===== config.mk =====
export PLATFORM = sky130hd
export DESIGN_NAME = supply_fault_status_log
export DESIGN_NICKNAME = d
export VERILOG_FILES = /design/src/rtl/supply_fault_pkg.sv /design/src/rtl/fault_link_if.sv /design/src/rtl/supply_fault_status_log.sv /design/src/rtl/level_sampler.sv /design/src/rtl/fault_plane.sv
export VERILOG_INCLUDE_DIRS = /design/src /design/src/rtl
export SDC_FILE = /design/constraint.sdc
export NUM_CORES = 1
export LEC_CHECK = 0
export BUFFER_PORTS_ARGS = -buffer_cell sky130_fd_sc_hd__buf_2
export CAP_MARGIN = 25
export CORE_MARGIN = 2
export CORE_UTILIZATION = 54
export CTS_CLUSTER_DIAMETER = 60
export DETAILED_ROUTE_END_ITERATION = 10
export MAX_ROUTING_LAYER = met4
export PLACE_DENSITY = 0.87
export SYNTH_ARGS = -nofsm -noshare
export SYNTH_HDL_FRONTEND = slang
export SYNTH_SLANG_ARGS = --single-unit

===== constraint.sdc =====
create_clock -name i_clk -period 1.6 [get_ports i_clk]
set_input_delay 0.08 -clock i_clk [delete_from_list [all_inputs] [get_ports i_clk]]
set_output_delay 0.08 -clock i_clk [all_outputs]
set_load 0.01 [all_outputs]

===== src/rtl/supply_fault_regs.svh =====
// Register offsets, bit positions and reset values of the supply fault status bank.
// Assumes byte-wide registers reached through an eight-bit register pointer.
`ifndef SUPPLY_FAULT_REGS_SVH
`define SUPPLY_FAULT_REGS_SVH
// Register offsets.
`define OFS_SUPPLY_FAULT_MASK        8'h9d
`define OFS_INPUT_FAULT_MASK         8'h9e
`define OFS_DETECTOR_FAULT_STATUS    8'hda
`define OFS_INPUT_WATCHDOG_STATUS    8'hdb
`define OFS_SUPPLY_FAULT_LOG         8'hdc
`define OFS_INPUT_FAULT_LOG          8'hdd
`define OFS_OUTPUT_LEVEL_STATUS_LOW  8'hde
`define OFS_OUTPUT_LEVEL_STATUS_HIGH 8'hdf
// Field positions.
`define POS_ANY_FAULT_FLAG           7
`define POS_WATCHDOG                 4
// Power-on value of every register in the bank.
`define REG_RESET_VALUE              8'h00
`endif


===== src/rtl/supply_fault_pkg.sv =====
// Types shared by the supply fault status bank modules.
// Assumes the offsets and bit positions come from supply_fault_regs.svh.
package supply_fault_pkg;
  // Sampled levels of every monitored function.
  typedef struct packed {
    logic [6:0] supply_level;   // Supply detector outputs.
    logic       watchdog_level; // Watchdog timeout status.
    logic [3:0] input_level;    // General input levels.
    logic [8:0] output_level;   // Programmable output levels.
  } sampler_state_t;
  // Fault plane contents.
  typedef struct packed {
    logic       any_fault_flag; // Latches the plane once set.
    logic [6:0] supply_log;     // Logged supply detector outputs.
    logic [4:0] input_log;      // Logged watchdog and general inputs.
  } plane_state_t;
  // Register port state of the top module.
  typedef struct packed {
    logic [6:0] supply_mask;    // Supply logging mask.
    logic [4:0] input_mask;     // Watchdog and input logging mask.
    logic [7:0] rdata;          // Registered read data.
    logic       rvalid;         // Read answer strobe.
  } top_state_t;
endpackage : supply_fault_pkg


===== src/rtl/fault_link_if.sv =====
// Signals passed between the level sampler, the fault plane and the register port.
// Assumes all three parties share one clock.
`timescale 1ns/1ps
`default_nettype none
interface fault_link_if;
  logic [6:0] supply_level;   // Registered supply detector outputs.
  logic       watchdog_level; // Registered watchdog timeout status.
  logic [3:0] input_level;    // Registered general input levels.
  logic [8:0] output_level;   // Registered programmable output levels.
  logic [6:0] supply_mask;    // Supply mask from the register port.
  logic [4:0] input_mask;     // Watchdog and input mask from the register port.
  logic       log_clear;      // One-cycle pulse on a read of the input fault log.
  logic       any_fault_flag; // Fault plane latched flag.
  logic [6:0] supply_log;     // Fault plane supply bits.
  logic [4:0] input_log;      // Fault plane watchdog and input bits.
  // The sampler produces the levels.
  modport sampler (output supply_level, watchdog_level, input_level, output_level);
  // The plane consumes levels and masks and returns the log.
  modport plane (input supply_level, watchdog_level, input_level, supply_mask,
                 input_mask, log_clear, output any_fault_flag, supply_log, input_log);
  // The register port reads everything and drives masks and the clear.
  modport port (input supply_level, watchdog_level, input_level, output_level,
                any_fault_flag, supply_log, input_log,
                output supply_mask, input_mask, log_clear);
endinterface : fault_link_if
`default_nettype wire


===== src/rtl/supply_fault_status_log.sv =====
// Top of the supply fault status and logging register bank.
// Assumes a serial-bus engine outside presents byte reads and writes on a pointer port.
//
// How it works
// - Detector status bits mirror seven supply faults.
// - Watchdog timeout shows on status bit four.
// - General input levels show on bits three-zero.
// - Outputs one to eight show on low status.
// - Output nine on bit zero, rest reserved.
// - Any-fault flag marks a logged change.
// - Supply log bits record the seven detectors.
// - Input log bit four records watchdog changes.
// - Input log low bits record input changes.
// - Supply mask bits stop supply logging.
// - Input mask stops watchdog and input logging.
// - Every register powers up as zero.
// - Set flag freezes both logs until input log read.
// - Reading input log clears the flag.
// - Flag is unmaskable; masked bits stay zero.
`include "supply_fault_regs.svh"
`timescale 1ns/1ps
`default_nettype none
module supply_fault_status_log (
  // Clock and reset.
  input  wire logic       i_clk,
  input  wire logic       i_rst_n,
  // Register pointer port.
  input  wire logic [7:0] i_reg_addr,
  input  wire logic       i_reg_wr,
  input  wire logic [7:0] i_reg_wdata,
  input  wire logic       i_reg_rd,
  output logic      [7:0] o_reg_rdata,
  output logic            o_reg_rvalid,
  // Monitored functions.
  input  wire logic [6:0] i_supply_fault,
  input  wire logic       i_watchdog_timeout,
  input  wire logic [3:0] i_general_input,
  input  wire logic [8:0] i_output_level,
  // Fault plane flag for system use.
  output logic            o_any_fault_flag
);
  supply_fault_pkg::top_state_t st_q, st_d; // Port state and its next value.
  logic [7:0] read_value;                   // Byte selected by the pointer.
  logic       hit_supply_mask;              // Pointer selects the supply mask.
  logic       hit_input_mask;               // Pointer selects the input mask.
  logic       hit_input_log;                // Pointer selects the input fault log.

  fault_link_if link (); // Carrier between the port and the two helpers.

  // The sampler registers the live levels once, so every register and the
  // plane see the same copy of a level in a given cycle.
  level_sampler u_sampler (
    .i_clk              (i_clk),
    .i_rst_n            (i_rst_n),
    .i_supply_fault     (i_supply_fault),
    .i_watchdog_timeout (i_watchdog_timeout),
    .i_general_input    (i_general_input),
    .i_output_level     (i_output_level),
    .link               (link)
  );

  // The plane owns the logged bits and the latched flag.
  fault_plane u_plane (
    .i_clk   (i_clk),
    .i_rst_n (i_rst_n),
    .link    (link)
  );

  // Address decode for the registers with side effects.
  assign hit_supply_mask = (i_reg_addr == `OFS_SUPPLY_FAULT_MASK);
  assign hit_input_mask  = (i_reg_addr == `OFS_INPUT_FAULT_MASK);
  assign hit_input_log   = (i_reg_addr == `OFS_INPUT_FAULT_LOG);

  // Reading the input fault log releases the plane. The read data is taken in
  // the same edge, so the host still sees the frozen contents it is clearing.
  // The host is expected to read this only after seeing the flag set, because
  // a read without that check can wipe a change it never saw.
  assign link.log_clear = i_reg_rd && hit_input_log;

  // The masks live here because software writes them; the plane reads them.
  assign link.supply_mask = st_q.supply_mask;
  assign link.input_mask  = st_q.input_mask;

  // Readback multiplexer. Unmapped pointers read zero so the bus engine always
  // has a defined byte to return.
  always_comb begin
    read_value = `REG_RESET_VALUE;
    unique case (i_reg_addr)
      `OFS_SUPPLY_FAULT_MASK: begin
        read_value = {1'b0, st_q.supply_mask};
      end
      `OFS_INPUT_FAULT_MASK: begin
        read_value = {3'h0, st_q.input_mask};
      end
      `OFS_DETECTOR_FAULT_STATUS: begin
        read_value = {1'b0, link.supply_level};
      end
      `OFS_INPUT_WATCHDOG_STATUS: begin
        read_value = {3'h0, link.watchdog_level, link.input_level};
      end
      `OFS_SUPPLY_FAULT_LOG: begin
        read_value = {link.any_fault_flag, link.supply_log};
      end
      `OFS_INPUT_FAULT_LOG: begin
        read_value = {3'h0, link.input_log};
      end
      `OFS_OUTPUT_LEVEL_STATUS_LOW: begin
        read_value = link.output_level[7:0];
      end
      `OFS_OUTPUT_LEVEL_STATUS_HIGH: begin
        read_value = {7'h00, link.output_level[8]};
      end
      default: begin
        // Any other pointer value is outside this bank.
        read_value = `REG_RESET_VALUE;
      end
    endcase
  end

  // Next state of the port: mask writes keep only the defined bits, and the
  // read byte is captured whenever a read is requested.
  always_comb begin
    st_d        = st_q;
    st_d.rvalid = i_reg_rd;
    if (i_reg_wr && hit_supply_mask) begin
      st_d.supply_mask = i_reg_wdata[6:0];
    end
    if (i_reg_wr && hit_input_mask) begin
      st_d.input_mask = i_reg_wdata[4:0];
    end
    if (i_reg_rd) begin
      st_d.rdata = read_value;
    end
  end

  // Power-on state is all zeros for masks and read data alike.
  always_ff @(posedge i_clk) begin
    if (!i_rst_n) begin
      st_q <= '0;
    end else begin
      st_q <= st_d;
    end
  end

  // Outputs come straight from flip-flops.
  assign o_reg_rdata      = st_q.rdata;
  assign o_reg_rvalid     = st_q.rvalid;
  assign o_any_fault_flag = link.any_fault_flag;
endmodule : supply_fault_status_log
`default_nettype wire


===== src/rtl/level_sampler.sv =====
// Registers the live levels of detectors, watchdog, inputs and outputs.
// Assumes every input is already synchronous to i_clk.
`timescale 1ns/1ps
`default_nettype none
module level_sampler (
  // Clock and reset.
  input  wire logic       i_clk,
  input  wire logic       i_rst_n,
  // Live levels.
  input  wire logic [6:0] i_supply_fault,
  input  wire logic       i_watchdog_timeout,
  input  wire logic [3:0] i_general_input,
  input  wire logic [8:0] i_output_level,
  // Registered levels.
  fault_link_if.sampler   link
);
  supply_fault_pkg::sampler_state_t st_q, st_d; // Sampled levels and their next value.

  // Every status bit simply follows its source one cycle later.
  always_comb begin
    st_d = '{supply_level: i_supply_fault, watchdog_level: i_watchdog_timeout,
             input_level: i_general_input, output_level: i_output_level};
  end

  // Power-on value is all zeros.
  always_ff @(posedge i_clk) begin
    if (!i_rst_n) begin
      st_q <= '0;
    end else begin
      st_q <= st_d;
    end
  end

  assign link.supply_level   = st_q.supply_level;
  assign link.watchdog_level = st_q.watchdog_level;
  assign link.input_level    = st_q.input_level;
  assign link.output_level   = st_q.output_level;
endmodule : level_sampler
`default_nettype wire


===== src/rtl/fault_plane.sv =====
// Fault plane: logs changes of the twelve monitored functions under one latched flag.
// Assumes masks and the clear pulse come from the register port on the same clock.
`timescale 1ns/1ps
`default_nettype none
module fault_plane (
  // Clock and reset.
  input  wire logic     i_clk,
  input  wire logic     i_rst_n,
  // Levels, masks, clear and log.
  fault_link_if.plane   link
);
  supply_fault_pkg::plane_state_t st_q, st_d; // Plane contents and their next value.
  logic [6:0] cur_supply;                     // Masked live supply levels.
  logic [4:0] cur_input;                      // Masked live watchdog and input levels.
  logic       changed;                        // Some unmasked bit differs from the log.

  // While the flag is low the log tracks the masked levels and any difference
  // raises the flag; once high the log is frozen so the first change stays visible.
  // A change that lands in the clearing cycle is caught one cycle later, since the
  // frozen log still differs from the live level; nothing is lost.
  always_comb begin
    st_d       = st_q;
    cur_supply = link.supply_level & ~link.supply_mask;
    cur_input  = {link.watchdog_level, link.input_level} & ~link.input_mask;
    changed    = |((cur_supply ^ st_q.supply_log) & ~link.supply_mask) |
                 |((cur_input ^ st_q.input_log) & ~link.input_mask);
    if (st_q.any_fault_flag) begin
      // Frozen, but masked bits are still held at zero.
      st_d.supply_log = st_q.supply_log & ~link.supply_mask;
      st_d.input_log  = st_q.input_log & ~link.input_mask;
      if (link.log_clear) begin
        st_d.any_fault_flag = 1'b0;
      end
    end else begin
      st_d.supply_log     = cur_supply;
      st_d.input_log      = cur_input;
      st_d.any_fault_flag = changed;
    end
  end

  // Power-on value is all zeros.
  always_ff @(posedge i_clk) begin
    if (!i_rst_n) begin
      st_q <= '0;
    end else begin
      st_q <= st_d;
    end
  end

  assign link.any_fault_flag = st_q.any_fault_flag;
  assign link.supply_log     = st_q.supply_log;
  assign link.input_log      = st_q.input_log;
endmodule : fault_plane
`default_nettype wire


-- Word level (Yosys, flattened, before mapping)
Index checks and enable logic that the tools add are counted.
- multiply operators: 0
- mux-type cells: 3
- bitwise logic cells: 11
- reductions and logical operators: 5
- div/mod/pow operators: 0
- add/sub/neg operators: 0
- equal/unequal tests: 8
- magnitude comparators: 0
- shift-type cells: 0
- operators by type and width (operator ; count):
    equality test 8 bit, second input constant ; 8
    case mux 8 bit (8 select lines) ; 1
    bitwise AND 7 bit ; 3
    bitwise AND 5 bit ; 3
    two-way mux 13 bit ; 1
    NOT 7 bit ; 1
    OR reduction 7 bit ; 1
    XOR 7 bit ; 1
    NOT 5 bit ; 1
    OR reduction 5 bit ; 1
    XOR 5 bit ; 1
    logical AND 1 bit ; 3
    two-way mux 1 bit ; 1
    OR 1 bit ; 1
- memories: 0
- memory bits (read-only): 0
- latch bits: 0
- word-level logic and storage cells: 38
- bits in registers: 55
- input port bits: 41
- RAM bits: 0

-- Longest topological paths before layout
Gate-level depths: netlist of the first run.
- word-level depth: 7
- mapped depth: 7
- depth with buffers taken out: 5

-- Modules after synthesis
Synthesis of the first run repeated with hierarchy kept, for this count alone.
- cells, all modules: 248
- area, all modules: 2587.5 µm²
- by module, submodules not included (module ; cells each ; sequential area each (µm²) ; area each (µm²) ; times used):
    supply_fault_status_log ; 140 ; 420.4 ; 1315.0 ; 1
    fault_plane ; 64 ; 260.2 ; 679.4 ; 1
    level_sampler ; 44 ; 420.4 ; 593.1 ; 1

-- Least setup slack after synthesis of the first run
OpenSTA, ideal clock, no wires.
- kind: reg2reg
- start: register u_plane.st_q, in the netlist u_plane.link.any_fault_flag
- end: register u_plane.st_q, in the netlist u_plane.link.any_fault_flag
- cell stages (with the launch flop): 6
- buffers on the path: 2
- slack: 390 ps
- required time: 1473 ps
- setup time: 127 ps
- arrival time: 1083 ps
- period minus slack after synthesis: 1210 ps
- cells stage by stage: dfxtp_1 > buf_2 > buf_2 > nand4_1 > o21ai_0 > a21oi_1
- cells in the longest elaborated chain, start to end: 1
- RTL lines (item ; RTL line ; text):
    start: declaration ; fault_plane.sv:12 ; supply_fault_pkg::plane_state_t st_q, st_d;
    start signal: assignment ; fault_plane.sv:46 ; st_q <= st_d;
    two-way mux 13 bit ; fault_plane.sv:27 ; if (st_q.any_fault_flag) begin
No other way between the ends.
A chain may end at the register's enable or synchronous reset.

-- Worst setup path in the final report of the first run
- start: register u_plane.st_q, in the netlist u_plane.link.any_fault_flag
- end: output o_any_fault_flag
- RTL lines (item ; RTL line ; text):
    end: declaration ; supply_fault_status_log.sv:40 ; output logic o_any_fault_flag
No word-level cell between the ends.

==> results_dict.tcl, run 1 <==
set metrics [dict create \
    gp_congestion 0.888 \
    ant_nets 0 \
    reg2reg_slack_ns 0.39 \
    ys.flop_type "dfxtp_1" \
    yosys.area.top_type "dfxtp_1" \
    die_w_um 72.2 \
    total_power_mw 2.60 \
    end_kind "output port" \
    cts_hold_buf 21 \
    hold_path.class "input pin to register" \
    setup_violations 0 \
    crit_type "register to output port" \
    slew_violations 0 \
    startpoint "u_plane.link.any_fault_flag$_SDFF_PN0_" \
    crit_arrival_ns 1.29 \
    syn_nets 291 \
    grtUsageTotal_pct 24.5 \
    power.share.switching_pct 23.4 \
    post-route-min-period_ns 1.37 \
    diodes 0 \
    critPathSlowestCell "dfxtp_1" \
    dieArea_mm2 0.00522 \
    layout.nets 360 \
    port_buffers 49 \
    power.switching_uw 606 \
    areaGrowthSynthToFinish_pct 23.3 \
    hpwl_um 4050 \
    drt_pass1_iterations 4 \
    fin_skew_ns 0.00961 \
    synth_common_cells "dfxtp_1 (55), mux2i_1 (34), and2_1 (21)" \
    syn_area_per_cell_um2 10.1 \
    slowest_delay_ns 0.60 \
    p_leak_nw 1.27 \
    dp.cells 343 \
    viasPerCell 5.53 \
    cts_sinks 55 \
    grt_max_degree 36 \
    htreeDepth 2 \
    relSlewSlack_pct 66.6 \
    grt_pass1_wl_um 9530 \
    synth_seq_area_share_pct 43.8 \
    yosysMostFrequentCell "dfxtp_1" \
    rr_worst_depth 3 \
    finalCoreUtilization_pct 70.2 \
    rsz0062_at_grt "false" \
    nFillCells 343 \
    wl_per_cell_um 15.2 \
    vias 2057 \
    crit_fanout 8 \
    ios 51 \
    grt_pass1_vias 2038 \
    synth.cell_area_mm2 0.00251 \
    path_clk_slew_ns 0.09 \
    drcViolationCount 0 \
    cp_cell_sequence "buf_4, buf_2" \
    max-vdd-ir-drop_v 0.000530 \
    max_clock_freq_mhz 732 \
    tns_ns 0 \
    setup_slack_ns 0.233 \
    hold_end "link.supply_mask[5]$_SDFFE_PN0P_" \
    cts_tree "done" \
    syn_inst 250 \
    die_h_um 72.2 \
    p_seq_share_pct 55.8 \
    grt_overflow 0 \
    finalCritPeriodShare_pct 85.4 \
    startpoint_type "register" \
    instances_no_fill 372 \
    postCtsSetupRepairBufs 0 \
    std_cell_rows 24 \
    status "finished, final reports clean" \
    r2r_start "u_plane.link.any_fault_flag$_SDFF_PN0_" \
    worst_slew_pin_slew_ns 0.500 \
    async_flop_share_pct 0 \
    clockRootBuffer "clkbuf_8" \
    yosys.area.top_type_share_pct 43.8 \
    drt-total-wl_um 5640 \
    dp_slack_ns 0.0813 \
    cap_viol_max_count 0 \
    synthTopCellsByArea "dfxtp_1 (44%), mux2i_1 (14%), and2_1 (5.2%)" \
    layout-drive-gt1-share_pct 22.2 \
    antenna_found_initial 0 \
    hp-start "i_reg_wdata[5]" \
    crit_required_ns 1.52 \
    hold_viol_final 0 \
    yosysUniqueCellTypes 40 \
    p_int_mw 1.99 \
    initial_core_util_pct 57.0 \
    clock_path_buffers 2 \
    ys_warn_count 0 \
    drtIter0Drc 149 \
    core_area_mm2 0.00441 \
    cts_resized 0 \
    cts_made_buffers 5 \
    rr_endpoint "u_plane.link.supply_log[3]$_SDFF_PN0_" \
    min_path_cells 3 \
    p_per_area_mw_per_mm2 837 \
    clkLatencyLatePin_ns 0.31 \
    synth_seq_cells 55 \
    comb_power_share_pct 12.3 \
    synth_edf_count 0 \
    power_frac_clock_pct 31.9 \
]
[cells by family after synthesis]
family,Yosys count,share of synthesized area [%]
buffers and inverters,16,3.63
XOR/XNOR,12,4.18
multiplexers,37,14.9
AND/OR/NAND/NOR,90,22.5
AO/OA/AOI/OAI,40,11.0
flip-flops,55,43.8
[metal layers]
metal | vias up | part of all wire (%) | global-route usage [%] | wire [um]
li1 | 1022 | - | - | -
met1 | 962 | 45 | 30.2 | 2530
met2 | 66 | 48 | 40.1 | 2690
met3 | 7 | 5.7 | 3.61 | 323
met4 | 0 | 1.7 | 10.5 | 98
met5 | - | 0 | - | 0
[cells in the final DEF, fill, tap and decap left out, types with 3 or more instances in the layout]
cell type / n
nand2_1: 11
and2_1: 21
dlygate4sd3_1: 21
buf_2: 49
o22ai_1: 5
a21oi_1: 3
a22oi_1: 3
buf_4: 7
xnor2_1: 12
mux2_2: 3
a32oi_1: 3
nor2b_1: 19
mux2i_1: 34
clkbuf_8: 7
dfxtp_1: 55
nor3b_1: 14
o21ai_0: 13
nor2_1: 6
a22o_1: 6
[worst max-delay path by stage]
| stage | endpoint | cells after the start |
|---|---|---|
| after floorplan | u_plane.link.any_fault_flag$_SDFF_PN0_ | 5 |
| after global placement | o_reg_rdata[2]$_SDFFE_PN0P_ | 6 |
| after detailed placement | o_reg_rdata[0]$_SDFFE_PN0P_ | 6 |
| after CTS | o_any_fault_flag | 2 |
| after global routing | o_any_fault_flag | 2 |
| final | o_any_fault_flag | 2 |
[critical path: cells and delay by family, from the launching register on]
family	cells	cell delay [ns]
DFF	1	0.60
buffers and inverters	2	0.38
[state kept, by name, summed over array words and instances (netlist names)]
name,cells
u_sampler.link.output_level,9
o_reg_rdata,8
link.supply_mask,7
u_plane.link.supply_log,7
u_sampler.link.supply_level,7
link.input_mask,5
u_plane.link.input_log,5
u_sampler.link.input_level,4
o_reg_rvalid,1
u_plane.link.any_fault_flag,1
u_sampler.link.watchdog_level,1
[stage by stage]
step	hold WS [ns]	cell area (um^2)
floorplan	0.202	2510
global placement	0.280	2790
detailed placement	0.286	2790
CTS	0.0230	3100
global route	0.0322	3100
finish	0.0238	3100
[area by class of cell]
type	count	area (um^2)	area share [%]
Multi-Input combinational cell	179	1320	42.7
Sequential cell	55	1100	35.5
Timing Repair Buffer	77	508	16.4
Clock buffer	8	100	3.23
Tap cell	52	65.1	2.10
Inverter	1	3.75	0.121
[power by group through the flow]
| stage | Clock [mW] | Combinational [mW] | Sequential, mW |
|---|---|---|---|
| 2_1_floorplan | 0 | 0.187 | 1.47 |
| 3_3_place_gp | 0 | 0.268 | 1.48 |
| 3_5_place_dp | 0 | 0.275 | 1.48 |
| 4_1_cts | 0.837 | 0.315 | 1.45 |
| 5_1_grt | 0.907 | 0.348 | 1.45 |
| 6_report | 0.827 | 0.319 | 1.45 |
Note: power is estimated with default switching activity, not from simulation.
==> inputs of run 2 (changes only) <==
--- a/config.mk
+++ b/config.mk
@@ -9,11 +9,13 @@
 export BUFFER_PORTS_ARGS = -buffer_cell sky130_fd_sc_hd__buf_2
 export CAP_MARGIN = 25
 export CORE_MARGIN = 2
-export CORE_UTILIZATION = 54
+export CORE_UTILIZATION = 56
+export CTS_BUF_LIST = sky130_fd_sc_hd__clkbuf_8
 export CTS_CLUSTER_DIAMETER = 60
 export DETAILED_ROUTE_END_ITERATION = 10
 export MAX_ROUTING_LAYER = met4
-export PLACE_DENSITY = 0.87
+export PLACE_DENSITY = 0.89
+export RECOVER_POWER = 100
 export SYNTH_ARGS = -nofsm -noshare
 export SYNTH_HDL_FRONTEND = slang
 export SYNTH_SLANG_ARGS = --single-unit
==> run 2 against run 1 <==
Compared with the run above: first-iteration DRC count is 15% higher; wire length is 3.6% lower; die area is 3.4% lower; sequential share of layout area is 0.44 points higher; final cell count is 0.27% lower; total power is 0.64% lower; clock power is 0.8% lower; largest power group unchanged; maximum frequency is 1.7% lower; clock-buffer cell count is 1 lower; combinational power is 3% lower; setup slack worse by 0.023 ns; design area is 1.2% lower.
==> results_dict.tcl, run 2 (synthesis gave the netlist of run 1 again) <==
set metrics [dict create \
    cts_made_buffers 5 \
    post-route-min-period_ns 1.39 \
    hpwl_um 3810 \
    cts_sinks 55 \
    wl_per_cell_um 14.7 \
    p_leak_nw 1.21 \
    crit_type "input pin to register" \
    final_common_cell "dfxtp_1" \
    dieArea_mm2 0.00504 \
    cts_resized 0 \
    clockRootBuffer "clkbuf_8" \
    worst_slew_pin_slew_ns 0.524 \
    finalCritPeriodShare_pct 86.9 \
    end_kind "register" \
    layout_common_cells "dfxtp_1 (55), buf_2 (35), mux2i_1 (34)" \
    postCtsSetupRepairBufs 0 \
    drt_pass1_iterations 4 \
    clkLatencyLatePin_ns 0.30 \
    crit_required_ns 1.84 \
    grtUsageTotal_pct 24.0 \
    hp-start "i_reg_wdata[4]" \
    die_h_um 71.0 \
    setup_slack_ns 0.210 \
    ant_nets 0 \
    gp_congestion 0.905 \
    diodes 0 \
    hold_ws_ns 0.0392 \
    rsz0062_at_grt "false" \
    layout-drive-gt1-share_pct 17.2 \
    vias 2032 \
    slew_violations 0 \
    setup_violations 0 \
    layout.nets 359 \
    relSlewSlack_pct 64.8 \
    min_path_cells 3 \
    postPlaceCellArea_mm2 0.00278 \
    startpoint_type "input pin" \
    grt_overflow 0 \
    hold_path.class "input pin to register" \
    antenna_found_initial 0 \
    crit_arrival_ns 1.63 \
    ios 51 \
    stdcell_area_mm2 0.00306 \
    initial_core_util_pct 57.8 \
    p_per_area_mw_per_mm2 842 \
    reg2reg_slack_ns 0.29 \
    grt_pass1_vias 1975 \
    hold_end "link.input_mask[4]$_SDFFE_PN0P_" \
    cts_tree "done" \
    rr_endpoint "o_reg_rdata[4]$_SDFFE_PN0P_" \
    max_clock_freq_mhz 719 \
    drtIter0Drc 172 \
    r2r_start "u_sampler.link.supply_level[4]$_SDFF_PN0_" \
    core_area_mm2 0.00435 \
    largest_register_ff_count 9 \
    drcViolationCount 0 \
    max-vdd-ir-drop_v 0.000621 \
    areaGrowthSynthToFinish_pct 21.8 \
    std_cell_rows 24 \
    hold_viol_final 0 \
    die_w_um 71.0 \
    rr_worst_depth 5 \
    drt-total-wl_um 5440 \
    path_clk_slew_ns 0.09 \
    htreeDepth 2 \
    fin_skew_ns 0.00683 \
    status "finished, final reports clean" \
    grt_max_degree 39 \
    tns_ns 0 \
    crit_fanout 17 \
    dp_slack_ns 0.109 \
    clock_path_buffers 2 \
    port_buffers 49 \
    grt_pass1_wl_um 9360 \
    finalCoreUtilization_pct 70.3 \
    cap_viol_max_count 0 \
    viasPerCell 5.48 \
    cts_hold_buf 21 \
]
## run 2: metrics by stage
step / total power [mW] / instances
after global routing: 2.69 / 371
after floorplan: 1.66 / 250
final: 2.58 / 371
after global placement: 1.74 / 342
after CTS: 2.60 / 371
after detailed placement: 1.75 / 342
## run 2: worst max-delay path by stage
stage,start,to,slack (ns),cells past startpoint
after floorplan,u_plane.link.any_fault_flag$_SDFF_PN0_,u_plane.link.any_fault_flag$_SDFF_PN0_,0.39,5
after global placement,i_reg_addr[2],o_reg_rdata[2]$_SDFFE_PN0P_,0.16,6
after detailed placement,i_reg_addr[2],o_reg_rdata[2]$_SDFFE_PN0P_,0.11,6
after CTS,u_sampler.link.supply_level[1]$_SDFF_PN0_,o_reg_rdata[1]$_SDFFE_PN0P_,0.28,5
after global routing,i_reg_addr[2],o_reg_rdata[0]$_SDFFE_PN0P_,0.09,6
final,i_reg_addr[2],o_reg_rdata[2]$_SDFFE_PN0P_,0.21,6
## run 2: final cells by class
class / instances / area (um^2)
flip-flops and latches: 55 / 1100
clock buffers: 7 / 96.3
multi-input cells: 179 / 1310
repair buffers: 76 / 479
clock inverters: 1 / 7.51
fillers: 332 / 1290
well taps: 52 / 65.1
inverters: 1 / 3.75
## run 2: per-layer routing
layer  vias up  wire, um  track usage (%)
met5         -         0                -
met2        78      2610             38.3
met3         9       322             5.13
met1       929      2420             30.7
li1       1016         -                -
met4         0        93             7.13
## run 2: power breakdown
part	switching [mW]	internal (mW)
registers	0.0358	1.41
logic	0.134	0.176
clock network	0.426	0.394
## run 2: worst max-delay path, cell delays in order
cell	delay, ns
clkbuf_2	0.33
nor2b_1	0.22
o21ai_0	0.12
a211oi_1	0.52
nand2_1	0.17
o21ai_0	0.18
